### config.mk
export PLATFORM = sky130hd
export DESIGN_NAME = wbt_top
export DESIGN_NICKNAME = d
export VERILOG_FILES = /design/src/rtl/wbt_pkg.sv /design/src/rtl/wbt_top.sv /design/src/rtl/wbt_tick.sv /design/src/rtl/wbt_counter.sv
export SDC_FILE = /design/constraint.sdc
export NUM_CORES = 1
export LEC_CHECK = 0
export ABC_AREA = 1
export BUFFER_PORTS_ARGS = -buffer_cell sky130_fd_sc_hd__clkbuf_2
export CAP_MARGIN = 20
export CORE_AREA = 2 2 127 129
export DETAILED_ROUTE_END_ITERATION = 6
export DIE_AREA = 0 0 129 131
export GPL_TIMING_DRIVEN = 0
export PLACE_DENSITY = 0.69
export REMOVE_ABC_BUFFERS = 1
export SYNTH_ARGS = -nofsm -noshare
export SYNTH_HDL_FRONTEND = slang
export SYNTH_SLANG_ARGS = --single-unit
### constraint.sdc
create_clock -name clk -period 3.54 [get_ports clk]
set_input_delay 0.177 -clock clk [delete_from_list [all_inputs] [get_ports clk]]
set_output_delay 0.177 -clock clk [all_outputs]
set_load 0.01 [all_outputs]
### src/rtl/wbt_pkg.sv
// constants, register map and carrier types for the watchdog byte fast test
// assumes a 200 MHz system clock and an apb master of 32-bit data
// What this block does
// - test select 10b low byte, 11b high
// - tested byte reaching timeout byte forces reset
// - watchdog reset sets cause flag, not por
// - test select reads back pattern after reset
// - test select cleared by power-on reset only
// - pattern 01b marks tested, user operation
// - counter high and low readable anytime
// - byte stages; high byte clocked via bit 8
// - config write-once; active after all written
// - power-on reset sets por flag
package wbt_pkg;
  localparam logic [7:0] WBT_OFF_CTRL = 8'h00; // guard_control_one
  localparam logic [7:0] WBT_OFF_TOH = 8'h04; // timeout_value_high
  localparam logic [7:0] WBT_OFF_TOL = 8'h08; // timeout_value_low
  localparam logic [7:0] WBT_OFF_CNTH = 8'h0c; // counter_value_high
  localparam logic [7:0] WBT_OFF_CNTL = 8'h10; // counter_value_low
  localparam logic [7:0] WBT_OFF_RSTAT = 8'h14; // reset status
  localparam logic [7:0] WBT_OFF_IRQ = 8'h18; // sticky events, read clears
  localparam logic [7:0] WBT_OFF_MASK = 8'h1c; // interrupt mask
  localparam logic [1:0] WBT_TST_NONE = 2'h0;
  localparam logic [1:0] WBT_TST_USER = 2'h1;
  localparam logic [1:0] WBT_TST_LOW = 2'h2;
  localparam logic [1:0] WBT_TST_HIGH = 2'h3;
  localparam logic [15:0] WBT_TO_RESET = 16'h0004; // about 4 ms at 1 kHz
  localparam int WBT_CTRL_EN_BIT = 0;
  localparam int WBT_CTRL_TST_LSB = 4;
  localparam int WBT_RSTAT_POR_BIT = 0;
  localparam int WBT_RSTAT_WDG_BIT = 1;
  localparam int WBT_REF_HZ = 1000;
  localparam int WBT_CLK_HZ = 200000000;
  localparam int WBT_REF_DIV = WBT_CLK_HZ / WBT_REF_HZ;
  localparam int WBT_RST_HOLD_NS = 100;
  localparam int WBT_RST_HOLD = (WBT_RST_HOLD_NS * 200 + 999) / 1000;
  localparam logic [1:0] WBT_CFG_ALL = 2'h3;

  typedef struct packed {
    logic [1:0] tst;
    logic en;
    logic [15:0] timeout;
  } wbt_cfg_s;

  typedef enum logic [1:0] {
    WBT_RUN = 2'b00,
    WBT_FIRE = 2'b01,
    WBT_HOLD = 2'b11
  } wbt_state_e;
endpackage

### src/rtl/wbt_top.sv
// watchdog fast-test block top: apb registers, write-once config, reset cause
// assumes rst_n is power-on reset; the watchdog hold state drives the internal
// non-power-on reset, extPinRst is the external pin reset
`timescale 1ns/1ps
module wbt_top import wbt_pkg::*; #(
  parameter int REF_DIV = WBT_REF_DIV
) (
  // clock and power-on reset
  input wire logic clk,
  input wire logic rst_n,
  // other reset causes
  input wire logic extPinRst,
  // apb slave
  input wire logic psel,
  input wire logic penable,
  input wire logic pwrite,
  input wire logic [7:0] paddr,
  input wire logic [31:0] pwdata,
  output logic [31:0] prdata,
  output logic pready,
  output logic pslverr,
  // outputs
  output logic sysRstReq,
  output logic irq
);
  wbt_cfg_s cfg;
  wbt_state_e state;
  logic [1:0] testSelect; // survives all but power-on reset
  logic [1:0] pendTst;
  logic pendEn;
  logic [15:0] pendTo;
  logic [1:0] wrDone; // bit0 control, bit1 timeout
  logic ctrlLocked, toHLocked, toLLocked;
  logic porFlag, wdgFlag;
  logic [1:0] evStat;
  logic [1:0] evMask;
  logic [31:0] holdCnt;
  logic [15:0] count;
  logic hit, tick;

  // internal reset: power-on or any non-power-on source
  wire softRst = (state == WBT_HOLD) || extPinRst;
  wire anyRst_n = rst_n && !softRst;

  // apb decode
  wire access = psel && penable;
  wire wrEn = access && pwrite;
  wire rdEn = access && !pwrite;
  wire selCtrl = (paddr == WBT_OFF_CTRL);
  wire selToH = (paddr == WBT_OFF_TOH);
  wire selToL = (paddr == WBT_OFF_TOL);
  wire selCntH = (paddr == WBT_OFF_CNTH);
  wire selCntL = (paddr == WBT_OFF_CNTL);
  wire selRstat = (paddr == WBT_OFF_RSTAT);
  wire selIrq = (paddr == WBT_OFF_IRQ);
  wire selMask = (paddr == WBT_OFF_MASK);
  wire mapped = selCtrl | selToH | selToL | selCntH | selCntL | selRstat | selIrq | selMask;
  wire [1:0] wrTst = pwdata[WBT_CTRL_TST_LSB +: 2];
  wire fireNow = (state == WBT_RUN) && hit && tick && cfg.en;
  wire [1:0] evSet = {fireNow && (cfg.tst == WBT_TST_LOW || cfg.tst == WBT_TST_HIGH), fireNow};
  // test select reads back from its power-on-only register, so a test reset keeps it
  wire [31:0] rdMux = selCtrl ? 32'({testSelect, 3'h0, cfg.en}) :
    selToH ? 32'(cfg.timeout[15:8]) :
    selToL ? 32'(cfg.timeout[7:0]) :
    selCntH ? 32'(count[15:8]) :
    selCntL ? 32'(count[7:0]) :
    selRstat ? 32'({wdgFlag, porFlag}) :
    selIrq ? 32'(evStat) :
    selMask ? 32'(evMask) : 32'h0;

  wbt_tick #(.DIV(REF_DIV)) uTick (
    .clk(clk),
    .rst_n(anyRst_n),
    .tick(tick)
  );

  wbt_counter uCnt (
    .clk(clk),
    .rst_n(anyRst_n),
    .tick(tick),
    .clr(1'b0),
    .cfg(cfg),
    .count(count),
    .hit(hit)
  );

  // test select is only cleared by power-on reset
  always_ff @(posedge clk) begin
    if (!rst_n) begin
      testSelect <= WBT_TST_NONE;
    end else if (wrEn && selCtrl && !ctrlLocked) begin
      testSelect <= wrTst;
    end
  end

  // write-once staging; cleared by every reset
  always_ff @(posedge clk) begin
    if (!anyRst_n) begin
      ctrlLocked <= 1'b0;
      toHLocked <= 1'b0;
      toLLocked <= 1'b0;
      pendEn <= 1'b0;
      pendTst <= WBT_TST_NONE;
      pendTo <= WBT_TO_RESET;
      wrDone <= 2'h0;
    end else if (wrEn) begin
      if (selCtrl && !ctrlLocked) begin
        ctrlLocked <= 1'b1;
        pendEn <= pwdata[WBT_CTRL_EN_BIT];
        pendTst <= wrTst;
        wrDone[0] <= 1'b1;
      end
      if (selToH && !toHLocked) begin
        toHLocked <= 1'b1;
        pendTo[15:8] <= pwdata[7:0];
      end
      if (selToL && !toLLocked) begin
        toLLocked <= 1'b1;
        pendTo[7:0] <= pwdata[7:0];
      end
      wrDone[1] <= (toHLocked || selToH) && (toLLocked || selToL);
    end
  end

  // live config: reset defaults until every register written once
  always_ff @(posedge clk) begin
    if (!anyRst_n) begin
      cfg <= '{tst: WBT_TST_NONE, en: 1'b1, timeout: WBT_TO_RESET};
    end else if (wrDone == WBT_CFG_ALL) begin
      cfg <= '{tst: pendTst, en: pendEn, timeout: pendTo};
    end
  end

  // timeout sequencer: fire then hold the internal reset
  always_ff @(posedge clk) begin
    if (!rst_n) begin
      state <= WBT_RUN;
      holdCnt <= 32'h0;
    end else begin
      case (state)
        WBT_RUN: begin
          if (fireNow) begin
            state <= WBT_FIRE;
          end
        end
        WBT_FIRE: begin
          state <= WBT_HOLD;
          holdCnt <= 32'(WBT_RST_HOLD - 1);
        end
        WBT_HOLD: begin
          if (holdCnt == 32'h0) begin
            state <= WBT_RUN;
          end else begin
            holdCnt <= holdCnt - 32'h1;
          end
        end
        default: begin
          state <= WBT_RUN;
        end
      endcase
    end
  end

  // reset cause flags; reading status leaves them, watchdog fire wins over pin reset
  always_ff @(posedge clk) begin
    if (!rst_n) begin
      porFlag <= 1'b1;
      wdgFlag <= 1'b0;
    end else if (state == WBT_FIRE) begin
      wdgFlag <= 1'b1;
      porFlag <= 1'b0;
    end else if (extPinRst) begin
      wdgFlag <= 1'b0;
      porFlag <= 1'b0;
    end
  end

  // sticky events: bit0 timeout, bit1 test timeout
  always_ff @(posedge clk) begin
    if (!rst_n) begin
      evStat <= 2'h0;
      evMask <= 2'h0;
    end else begin
      evStat <= (rdEn && selIrq ? 2'h0 : evStat) | evSet;
      if (wrEn && selMask) begin
        evMask <= pwdata[1:0];
      end
    end
  end

  // apb response, no wait states; unmapped gives slverr
  always_ff @(posedge clk) begin
    if (!rst_n) begin
      prdata <= 32'h0;
      pready <= 1'b0;
      pslverr <= 1'b0;
      sysRstReq <= 1'b0;
      irq <= 1'b0;
    end else begin
      pready <= psel && !penable;
      pslverr <= psel && !penable && !mapped;
      prdata <= (psel && !penable && !pwrite) ? rdMux : 32'h0;
      sysRstReq <= (state == WBT_FIRE) || (state == WBT_HOLD);
      irq <= |(evStat & evMask);
    end
  end
endmodule

### src/rtl/wbt_tick.sv
// reference tick divider: one-cycle enable at the watchdog reference rate
// assumes a single system clock and synchronous reset
`timescale 1ns/1ps
module wbt_tick import wbt_pkg::*; #(
  parameter int DIV = WBT_REF_DIV
) (
  // clock and reset
  input wire logic clk,
  input wire logic rst_n,
  // tick pulse
  output logic tick
);
  logic [31:0] count;

  // count down, pulse on wrap
  always_ff @(posedge clk) begin
    if (!rst_n) begin
      count <= 32'h0;
      tick <= 1'b0;
    end else begin
      tick <= (count == 32'h0);
      count <= (count == 32'h0) ? 32'(DIV - 1) : count - 32'h1;
    end
  end
endmodule

### src/rtl/wbt_counter.sv
// watchdog counter with byte-split fast test and compare
// assumes tick is a one-cycle enable and clr clears the count
`timescale 1ns/1ps
module wbt_counter import wbt_pkg::*; (
  // clock and control
  input wire logic clk,
  input wire logic rst_n,
  input wire logic tick,
  input wire logic clr,
  input wire wbt_cfg_s cfg,
  // state
  output logic [15:0] count,
  output logic hit
);
  wire testLow = (cfg.tst == WBT_TST_LOW);
  wire testHigh = (cfg.tst == WBT_TST_HIGH);
  // low byte carry into bit 8 drives the high stage in high-byte test
  wire lowWrap = (count[7:0] == 8'hff);
  wire [7:0] next_low = count[7:0] + 8'h1;
  wire [7:0] next_high = count[15:8] + 8'h1;
  wire [15:0] next_count = testLow ? {count[15:8], next_low} :
    testHigh ? (lowWrap ? {next_high, 8'h00} : {count[15:8], next_low}) :
    count + 16'h1;

  // compare only the tested byte, else the full value
  assign hit = testLow ? (count[7:0] == cfg.timeout[7:0]) :
    testHigh ? (count[15:8] == cfg.timeout[15:8]) :
    (count == cfg.timeout);

  always_ff @(posedge clk) begin
    if (!rst_n || clr) begin
      count <= 16'h0;
    end else if (tick && cfg.en) begin
      count <= next_count;
    end
  end
endmodule

# Word-level counts from Yosys, hierarchy flattened
# Index checks and enable logic that the tools add are counted.
# totals
reg_bits,169
inputBits,46
elab_cells,140
# classes
n_addsub,5
n_eq_ne,20
n_mux,23
n_bitwise,13
n_reduce_logical,49
# op_table
operator,count
logical NOT 32 bit,2
one-hot mux 32 bit (2 select lines),1
subtractor 32 x 1 -> 32 bit (second input constant),2
two-way mux 8 bit,5
== test 8 x 5 -> 1 bit (second input constant),4
two-way mux 16 bit,2
two-way mux 32 bit,1
logical AND 1 bit,20
two-way mux 18 bit,1
adder 16 x 1 -> 16 bit (second input constant),1
adder 8 x 1 -> 8 bit (second input constant),2
== test 16 bit,1
== test 8 x 4 -> 1 bit (second input constant),2
== test 8 bit,2
two-way mux 2 bit,6
AND reduction 2 bit,6
OR reduction 9 bit,1
== test 2 bit (second input constant),4
== test 8 x 3 -> 1 bit (second input constant),1
== test 8 bit (second input constant),1
logical NOT 8 bit,1
logical NOT 1 bit,7
OR 1 bit,7
two-way mux 6 bit,1
other kinds (14),29

# Depth between registers and ports, before layout
# Gate-level depths: netlist (run 1).
# depth
depth_word,10
ltp_mapped,13
depth_no_buf,13

# Cells and area by module
# A second synthesis (run 1) with hierarchy kept.
# hier_totals
hier_cells,1235
hier_area_um2,8040.2
# by_module_without_submodules
module,instances,cells_each,area_per_inst_um2,seq_area_each_um2
wbt_top,1,755,4937.2,1921.8
wbt_tick,1,288,1889.3,660.6
wbt_counter,1,192,1213.7,320.3

# Least setup slack after synthesis (run 1)
# No wires, ideal clock.
# synth_timing
path_type,register -> register
startpoint,reg uTick.count[0]
endpoint,reg uTick.count[27]
setup_ns,0.115
t_arrival_ns,1.366
required_time_ns,3.425
slack_ns,2.059
path_stages_with_launch,9
path_buffers,1
period_less_slack_ns,1.481
cell_sequence,dfxtp_1 -> inv_1 -> ha_1 -> nand2_1 -> nor2_2 -> nand4_2 -> nand2_4 -> buf_4 -> nor2_1
# synth_between
elab_chain_cells,2
word_cells_on_any_way,3
# synth_lines
element,line_no,rtl
start: declaration,wbt_tick.sv:13,logic [31:0] count;
start signal: assignment,wbt_tick.sv:22,count <= (count == 32'h0) ? 32'(DIV - 1) : count - 32'h1;
branches (longest 2 deep; another with subtractor 32 x 1 -> 32 bit),n/a,
# Several ways; the timed one is not identified.
# A chain may end at the register's enable or synchronous reset.

# Worst setup path in the final report (run 1)
# layout_timing
startpoint,reg state[1]
endpoint,reg cfg[12] (netlist name)
# layout_between
elab_chain_cells,4
# layout_lines
element,line_no,rtl
start: declaration,wbt_top.sv:27,wbt_state_e state;
start signal: assignment,wbt_top.sv:137,state <= WBT_RUN;
start signal: assignment,wbt_top.sv:143,state <= WBT_FIRE;
start signal: assignment,wbt_top.sv:147,state <= WBT_HOLD;
== test 2 bit,wbt_top.sv:42,wire softRst = (state == WBT_HOLD) || extPinRst;
logical OR 1 bit,wbt_top.sv:42,
logical NOT 1 bit,wbt_top.sv:43,wire anyRst_n = rst_n && !softRst;
logical AND 1 bit,wbt_top.sv:43,
# No other way between the ends.

==> impl_metrics.csv, run 1 <==
group,metric,value,unit
logic_synthesis,synthFlopType,"dfxtp_1",
finish,finalCoreUtilization,54.1,%
worst_setup_path,critPathArrivalTime,3.07,ns
logic_synthesis,synth_commonest_cells,"nand2_1, nor2_1, dfxtp_1",
worst_setup_path,crit_type,"reg2reg",
floorplan,dieArea,0.0169,mm²
global_route,grt-ovfl-total,0,
worst_setup_path,critPathLaunchType,"flip-flop",
global_route,grtUsageTotal,22.0,%
logic_synthesis,synthesis.instances,1127,
placed_design,dpl_cell_area,0.00784,mm²
finish,final_cell_count_no_fill,1384,
worst_setup_path,cp_max_fo,40,
placed_design,hpwl,13.0,mm
floorplan,pin_count,82,
logic_synthesis,synth_warnings,0,
route,via_count,6869,
clock_tree,numCtsBuffers,17,
clock_tree,cts_tree,"done",
global_route,grt_pass1_wl,29.3,mm
floorplan,die_h,131,µm
worst_setup_path,required,3.91,ns
logic_synthesis,yosysTopAreaCell,"dfxtp_1",
timing,fin_crit,2.70,ns
route,drt_wl_total,17.9,mm
pwr,vdd_drop_max,0.000383,V
placed_design,gp_congestion,0.918,
global_route,antenna_found_initial,0,
route,via_per_inst,4.96,
floorplan,start_util,49.0,%
placed_design,io_buffers,33,
logic_synthesis,avgSynthCellArea,6.78,µm²
clock_tree,cts-resized-gates,0,
finish,area_growth,10.4,%
logic_synthesis,synth.cell_area,0.00764,mm²
finish,diodes,0,
pwr,seq_power_share,38.9,%
global_route,grt_pass1_vias,6216,
pwr,combPwrFrac,23.9,%
worst_setup_path,crit_start,"state[1]$_SDFFE_PN0P_",
timing,fmax,371,MHz
timing,slew-limit-headroom,31.4,%
clock_tree,holdBufCountCts,1,
clock_tree,clockBufferDepth,2,
logic_synthesis,synth_edf_count,0,
global_route,grt_max_degree,41,
clock_tree,root_buffer,"clkbuf_16",
worst_hold_path,whs_path_depth,3,
route,drt-pass1-iter-count,5,
logic_synthesis,yosysUniqueCellTypes,44,
pwr,clkPwrFrac,37.2,%
placed_design,place_inst,1350,
logic_synthesis,synth_seq_area_share,38.0,%
pwr,switching_share,33.2,%
floorplan,num_rows,46,
worst_setup_path,r2r_start,"state[1]$_SDFFE_PN0P_",
logic_synthesis,ys_ff_latch,145,
timing,final.setup.tns,0,ns
timing,drv_slew,0,
timing,tightest_slew,1.03,ns
pwr,p_leak,3.79,nW
timing,holdWs,0.0251,ns
floorplan,fp.dieW,129,µm
logic_synthesis,yosys-top-cells-area,"dfxtp_1, nand2_1, nor2_1",
timing,fin_crit_sh,76.2,%
pwr,intPower,3.11,mW
finish,fin_area,0.00844,mm²
timing,clock_skew,0.00654,ns
timing,hold_violations,0,
route,ant_nets,0,
route,drc,0,
worst_setup_path,worst-r2r-cell-count,7,
clock_tree,clk_latency,0.43,ns
route,drt_iter0_markers,488,
floorplan,core_area,0.0156,mm²
timing,timing.final.ws_setup,0.843,ns
worst_hold_path,hp-class,"in2reg",
placed_design,dpl_worst_slack,0.659,ns
clock_tree,cts_max_level,4,
logic_synthesis,yosysMostFrequentCell,"nand2_1",
timing,rsz0062_at_grt,"no",
status,outcome,"finished clean",
clock_tree,clock-sinks,145,
worst_hold_path,hold_path_startpoint,"pwdata[7]",
run,max_cap_viol_count,0,
logic_synthesis,synth_top_area_share,38.0,%
clock_tree,clk_pin_slew,0.06,ns
finish,drive_gt1_share,11.3,%
timing,setup_viol,0,
route,wl_per_cell,12.9,µm
clock_tree,cts_setup_buffers,0,
finish,fin_nets,1207,
worst_setup_path,cp-end-kind,"flip-flop",
logic_synthesis,synthArstFlopShare,0,%
pwr,power_per_cell_area,552,mW/mm²
pwr,p_total,4.66,mW
pwr,p_sw,1.55,mW
## cells in the final DEF (no fill, tap or decap), drive strengths merged, types with 2 or more instances in the layout
cell type  count
clkinv         6
nor3b          3
conb          24
o21ai         70
inv          149
nand2        280
a21oi         94
o21bai         3
o21a           2
a31oi          7
and3           2
dfxtp        145
clkinvlp       4
or2            5
nand4         20
nor4           4
xnor2         19
nand3         58
ha             6
nor3          13
xor2          18
nor2         175
o22ai          2
clkbuf        51
## critical path: stages (launching register included)
cell and delay, ns:
dfxtp_1 0.37, nand2_4 0.16, inv_2 0.11, nor2_4 0.70
inv_1 0.73, a21oi_1 0.35, o21ai_0 0.12, inv_1 0.08
## power groups by stage
stage               clock, mW  sequential [mW]  combinational, mW
global route             1.83             1.82               1.28
finish                   1.73             1.81               1.11
global placement            0             1.85               1.10
floorplan                   0             1.83              0.891
CTS                      1.77             1.81               1.11
detailed placement          0             1.84               1.10
## worst paths after layout
check                              endpoint  slack [ns]
setup / recovery       cfg[12]$_SDFFE_PN0N_        0.84
hold reg to reg   uTick.count[0]$_SDFF_PN0_        0.43
setup reg to reg       cfg[12]$_SDFFE_PN0N_        0.84
hold / removal      pendTo[15]$_SDFFE_PN0P_        0.03
## sequential cells by signal, indices dropped and copies added (netlist names), 8 cells and up
register and count:
uTick.count 32, cfg 19, holdCnt 32, uCnt.count 16
prdata 8, pendTo 16
## layer usage
layer	GRT usage [%]	share of wire (%)	vias to the layer above
met2	37.9	48	121
met5	0	0	-
met3	3.66	2.8	29
met1	27.1	47	3127
met4	9.72	3.0	0
li1	-	-	3592
## logic make-up (layout without fill, tap and decap cells)
family,after synthesis,count (layout),share of synthesized area [%]
XOR/XNOR,37,37,4.24
other,1,24,0.0491
flip-flops,145,145,38.0
adder cells (fa/ha/maj),6,6,0.982
buffers and inverters,195,213,11.5
AO/OA/AOI/OAI,181,181,12.7
AND/OR/NAND/NOR,562,562,32.6
## final cells by class
type,instances,area (µm²)
Sequential cell,145,2900
Clock inverter,14,131
Multi-Input combinational cell,810,3960
Inverter,146,549
Fill cell,1525,7160
Timing Repair Buffer,35,190
Tap cell,216,270
Clock buffer,18,439
Power figures use the tool's default switching activity.
==> inputs of run 2 (changes only) <==
- clock period: 3.54 -> 2.75 ns (I/O delays scaled with it)
==> run 2 against run 1 <==
Highest routed layer unchanged. Setup slack worse by 0.41 ns. Die area unchanged. Flip-flop and latch count unchanged. Via count grew 0.87%. Global-route usage about the same. Core utilization increased by 0.43 points. Clock skew about the same. Non-clock buffer count increased by 5. First-iteration DRC count is 9.0% lower. Largest cell class unchanged. Sequential power increased by 29%. Wire length up 2.4%. Hold slack worse by 0.0030 ns.
==> impl_metrics.csv, run 2 (same netlist as run 1, synthesis figures left out) <==
group,metric,value,unit
worst_setup_path,required,3.12,ns
clock_tree,numCtsBuffers,17,
timing,timing.final.ws_setup,0.433,ns
route,drc,0,
floorplan,start_util,49.0,%
worst_setup_path,r2r_slack,0.43,ns
clock_tree,cts_tree,"done",
finish,fin_nets,1214,
clock_tree,root_buffer,"clkbuf_16",
timing,setup_viol,0,
route,via_count,6929,
run,max_cap_viol_count,0,
placed_design,io_buffers,33,
timing,fin_crit_sh,84.3,%
clock_tree,clock-sinks,145,
finish,fin_area,0.00851,mm²
worst_setup_path,worst_r2r_endpoint,"cfg[12]$_SDFFE_PN0N_",
floorplan,num_rows,46,
floorplan,core_area,0.0156,mm²
finish,diodes,0,
finish,largest_registers,"holdCnt (32), uTick.count (32), cfg (19)",
timing,drv_slew,0,
worst_setup_path,crit_type,"reg2reg",
worst_setup_path,cp-end-kind,"flip-flop",
worst_setup_path,critPathLaunchType,"flip-flop",
placed_design,gp_congestion,0.918,
worst_setup_path,r2r_start,"state[1]$_SDFFE_PN0P_",
global_route,grt_pass1_vias,6231,
global_route,grt_max_degree,41,
route,drt-pass1-iter-count,6,
route,drt_wl_total,18.3,mm
floorplan,dieArea,0.0169,mm²
finish,layout_commonest_cell,"nand2_1",
worst_hold_path,hold_path_startpoint,"pwdata[5]",
worst_setup_path,cp_max_fo,21,
global_route,grtUsageTotal,22.0,%
route,wl_per_cell,13.1,µm
floorplan,pin_count,82,
floorplan,fp.dieW,129,µm
worst_hold_path,worst_hold_path.endpoint,"pendTst[1]$_SDFFE_PN0P_",
placed_design,hpwl,13.0,mm
clock_tree,clk_latency,0.42,ns
global_route,grt_pass1_wl,29.3,mm
route,drt_iter0_markers,444,
timing,slew-limit-headroom,36.4,%
clock_tree,cts_max_level,4,
worst_setup_path,worst-r2r-cell-count,7,
placed_design,dpl_worst_slack,-0.0916,ns
timing,rsz0062_at_grt,"no",
placed_design,dpl_cell_area,0.00784,mm²
timing,final.setup.tns,0,ns
pwr,vdd_drop_max,0.000488,V
pwr,p_leak,3.82,nW
status,outcome,"finished clean",
clock_tree,cts_setup_buffers,0,
finish,drive_gt1_share,11.5,%
floorplan,die_h,131,µm
timing,fin_crit,2.32,ns
finish,layout_common_cells,"nand2_1, nor2_1, dfxtp_1",
worst_setup_path,critPathArrivalTime,2.69,ns
clock_tree,clk_pin_slew,0.06,ns
timing,tightest_slew,0.953,ns
worst_hold_path,whs_path_depth,3,
route,via_per_inst,4.98,
global_route,antenna_found_initial,0,
timing,hold_violations,0,
clock_tree,clockBufferDepth,2,
worst_hold_path,hp-class,"in2reg",
timing,fmax,432,MHz
route,ant_nets,0,
global_route,grt-ovfl-total,0,
timing,clock_skew,0.00621,ns
pwr,power_per_cell_area,706,mW/mm²
finish,area_growth,11.3,%
==> run 2: cell count changes in the layout (fill, tap and decap cells not counted) <==
cell and delta:
dlygate4sd3_1 +5, nor2_2 +1, inv_1 -1, clkinvlp_4 +2
==> run 2: worst max-delay path by stage <==
stage / startpoint / endpoint / cells after the start
final: state[1]$_SDFFE_PN0P_ / cfg[12]$_SDFFE_PN0N_ / 7
after detailed placement: rst_n / uCnt.count[15]$_SDFFE_PN0P_ / 7
after floorplan: state[1]$_SDFFE_PN0P_ / uCnt.count[12]$_SDFFE_PN0P_ / 7
after global placement: rst_n / uCnt.count[15]$_SDFFE_PN0P_ / 7
after CTS: state[1]$_SDFFE_PN0P_ / cfg[12]$_SDFFE_PN0N_ / 7
after global routing: penable / pendTo[3]$_SDFFE_PN0P_ / 7
==> run 2: cell type report <==
| cell class | count | area (µm²) |
|---|---|---|
| Timing Repair Buffer | 40 | 240 |
| Multi-Input combinational cell | 811 | 3960 |
| Inverter | 146 | 553 |
| Fill cell | 1522 | 7090 |
| Timing Repair inverter | 1 | 7.51 |
| Clock inverter | 14 | 131 |
| Clock buffer | 18 | 439 |
| Tap cell | 216 | 270 |
| Sequential cell | 145 | 2900 |
==> run 2: critical path, cell delays in order (launching register included) <==
cell and delay [ns]:
dfxtp_1 0.37, nand2_4 0.16, inv_2 0.14, nor2_4 0.56
clkinvlp_4 0.55, a21oi_1 0.27, o21ai_0 0.11, inv_1 0.08
==> run 2: timing repair <==
action | CTS | global route
resized for setup | 0 | 2
endpoints found under the setup margin | 0 | 14
hold buffers | 6 | 0
hold endpoints to repair | 5 | 0
==> run 2: per-stage QoR <==
stage,utilization [%],hold slack [ns],total power [mW],instances
after floorplan,-,0.214,3.50,1101
after detailed placement,50.3,0.387,3.79,1350
final,54.5,0.0221,6.00,1391
after CTS,54.3,0.00959,6.04,1388
after global routing,54.5,0.0346,6.36,1391
after global placement,50.2,0.385,3.79,1350
==> run 2: power breakdown <==
| part | switching (mW) | total (mW) | leakage (nW) | internal, mW |
|---|---|---|---|---|
| clock | 0.947 | 2.22 | 0.270 | 1.28 |
| combinational | 0.942 | 1.45 | 2.38 | 0.505 |
| sequential | 0.108 | 2.33 | 1.17 | 2.22 |
| total | 2.00 | 6.00 | 3.82 | 4.01 |
==> run 2: metal layers <==
layer	vias up	wire [µm]	share of wire, %	global-route usage (%)
met4	0	566	3.1	9.72
met1	3140	8510	47	27.1
li1	3606	-	-	-
met2	145	8650	47	38.0
met5	-	0	0	0
met3	38	559	3.1	3.66
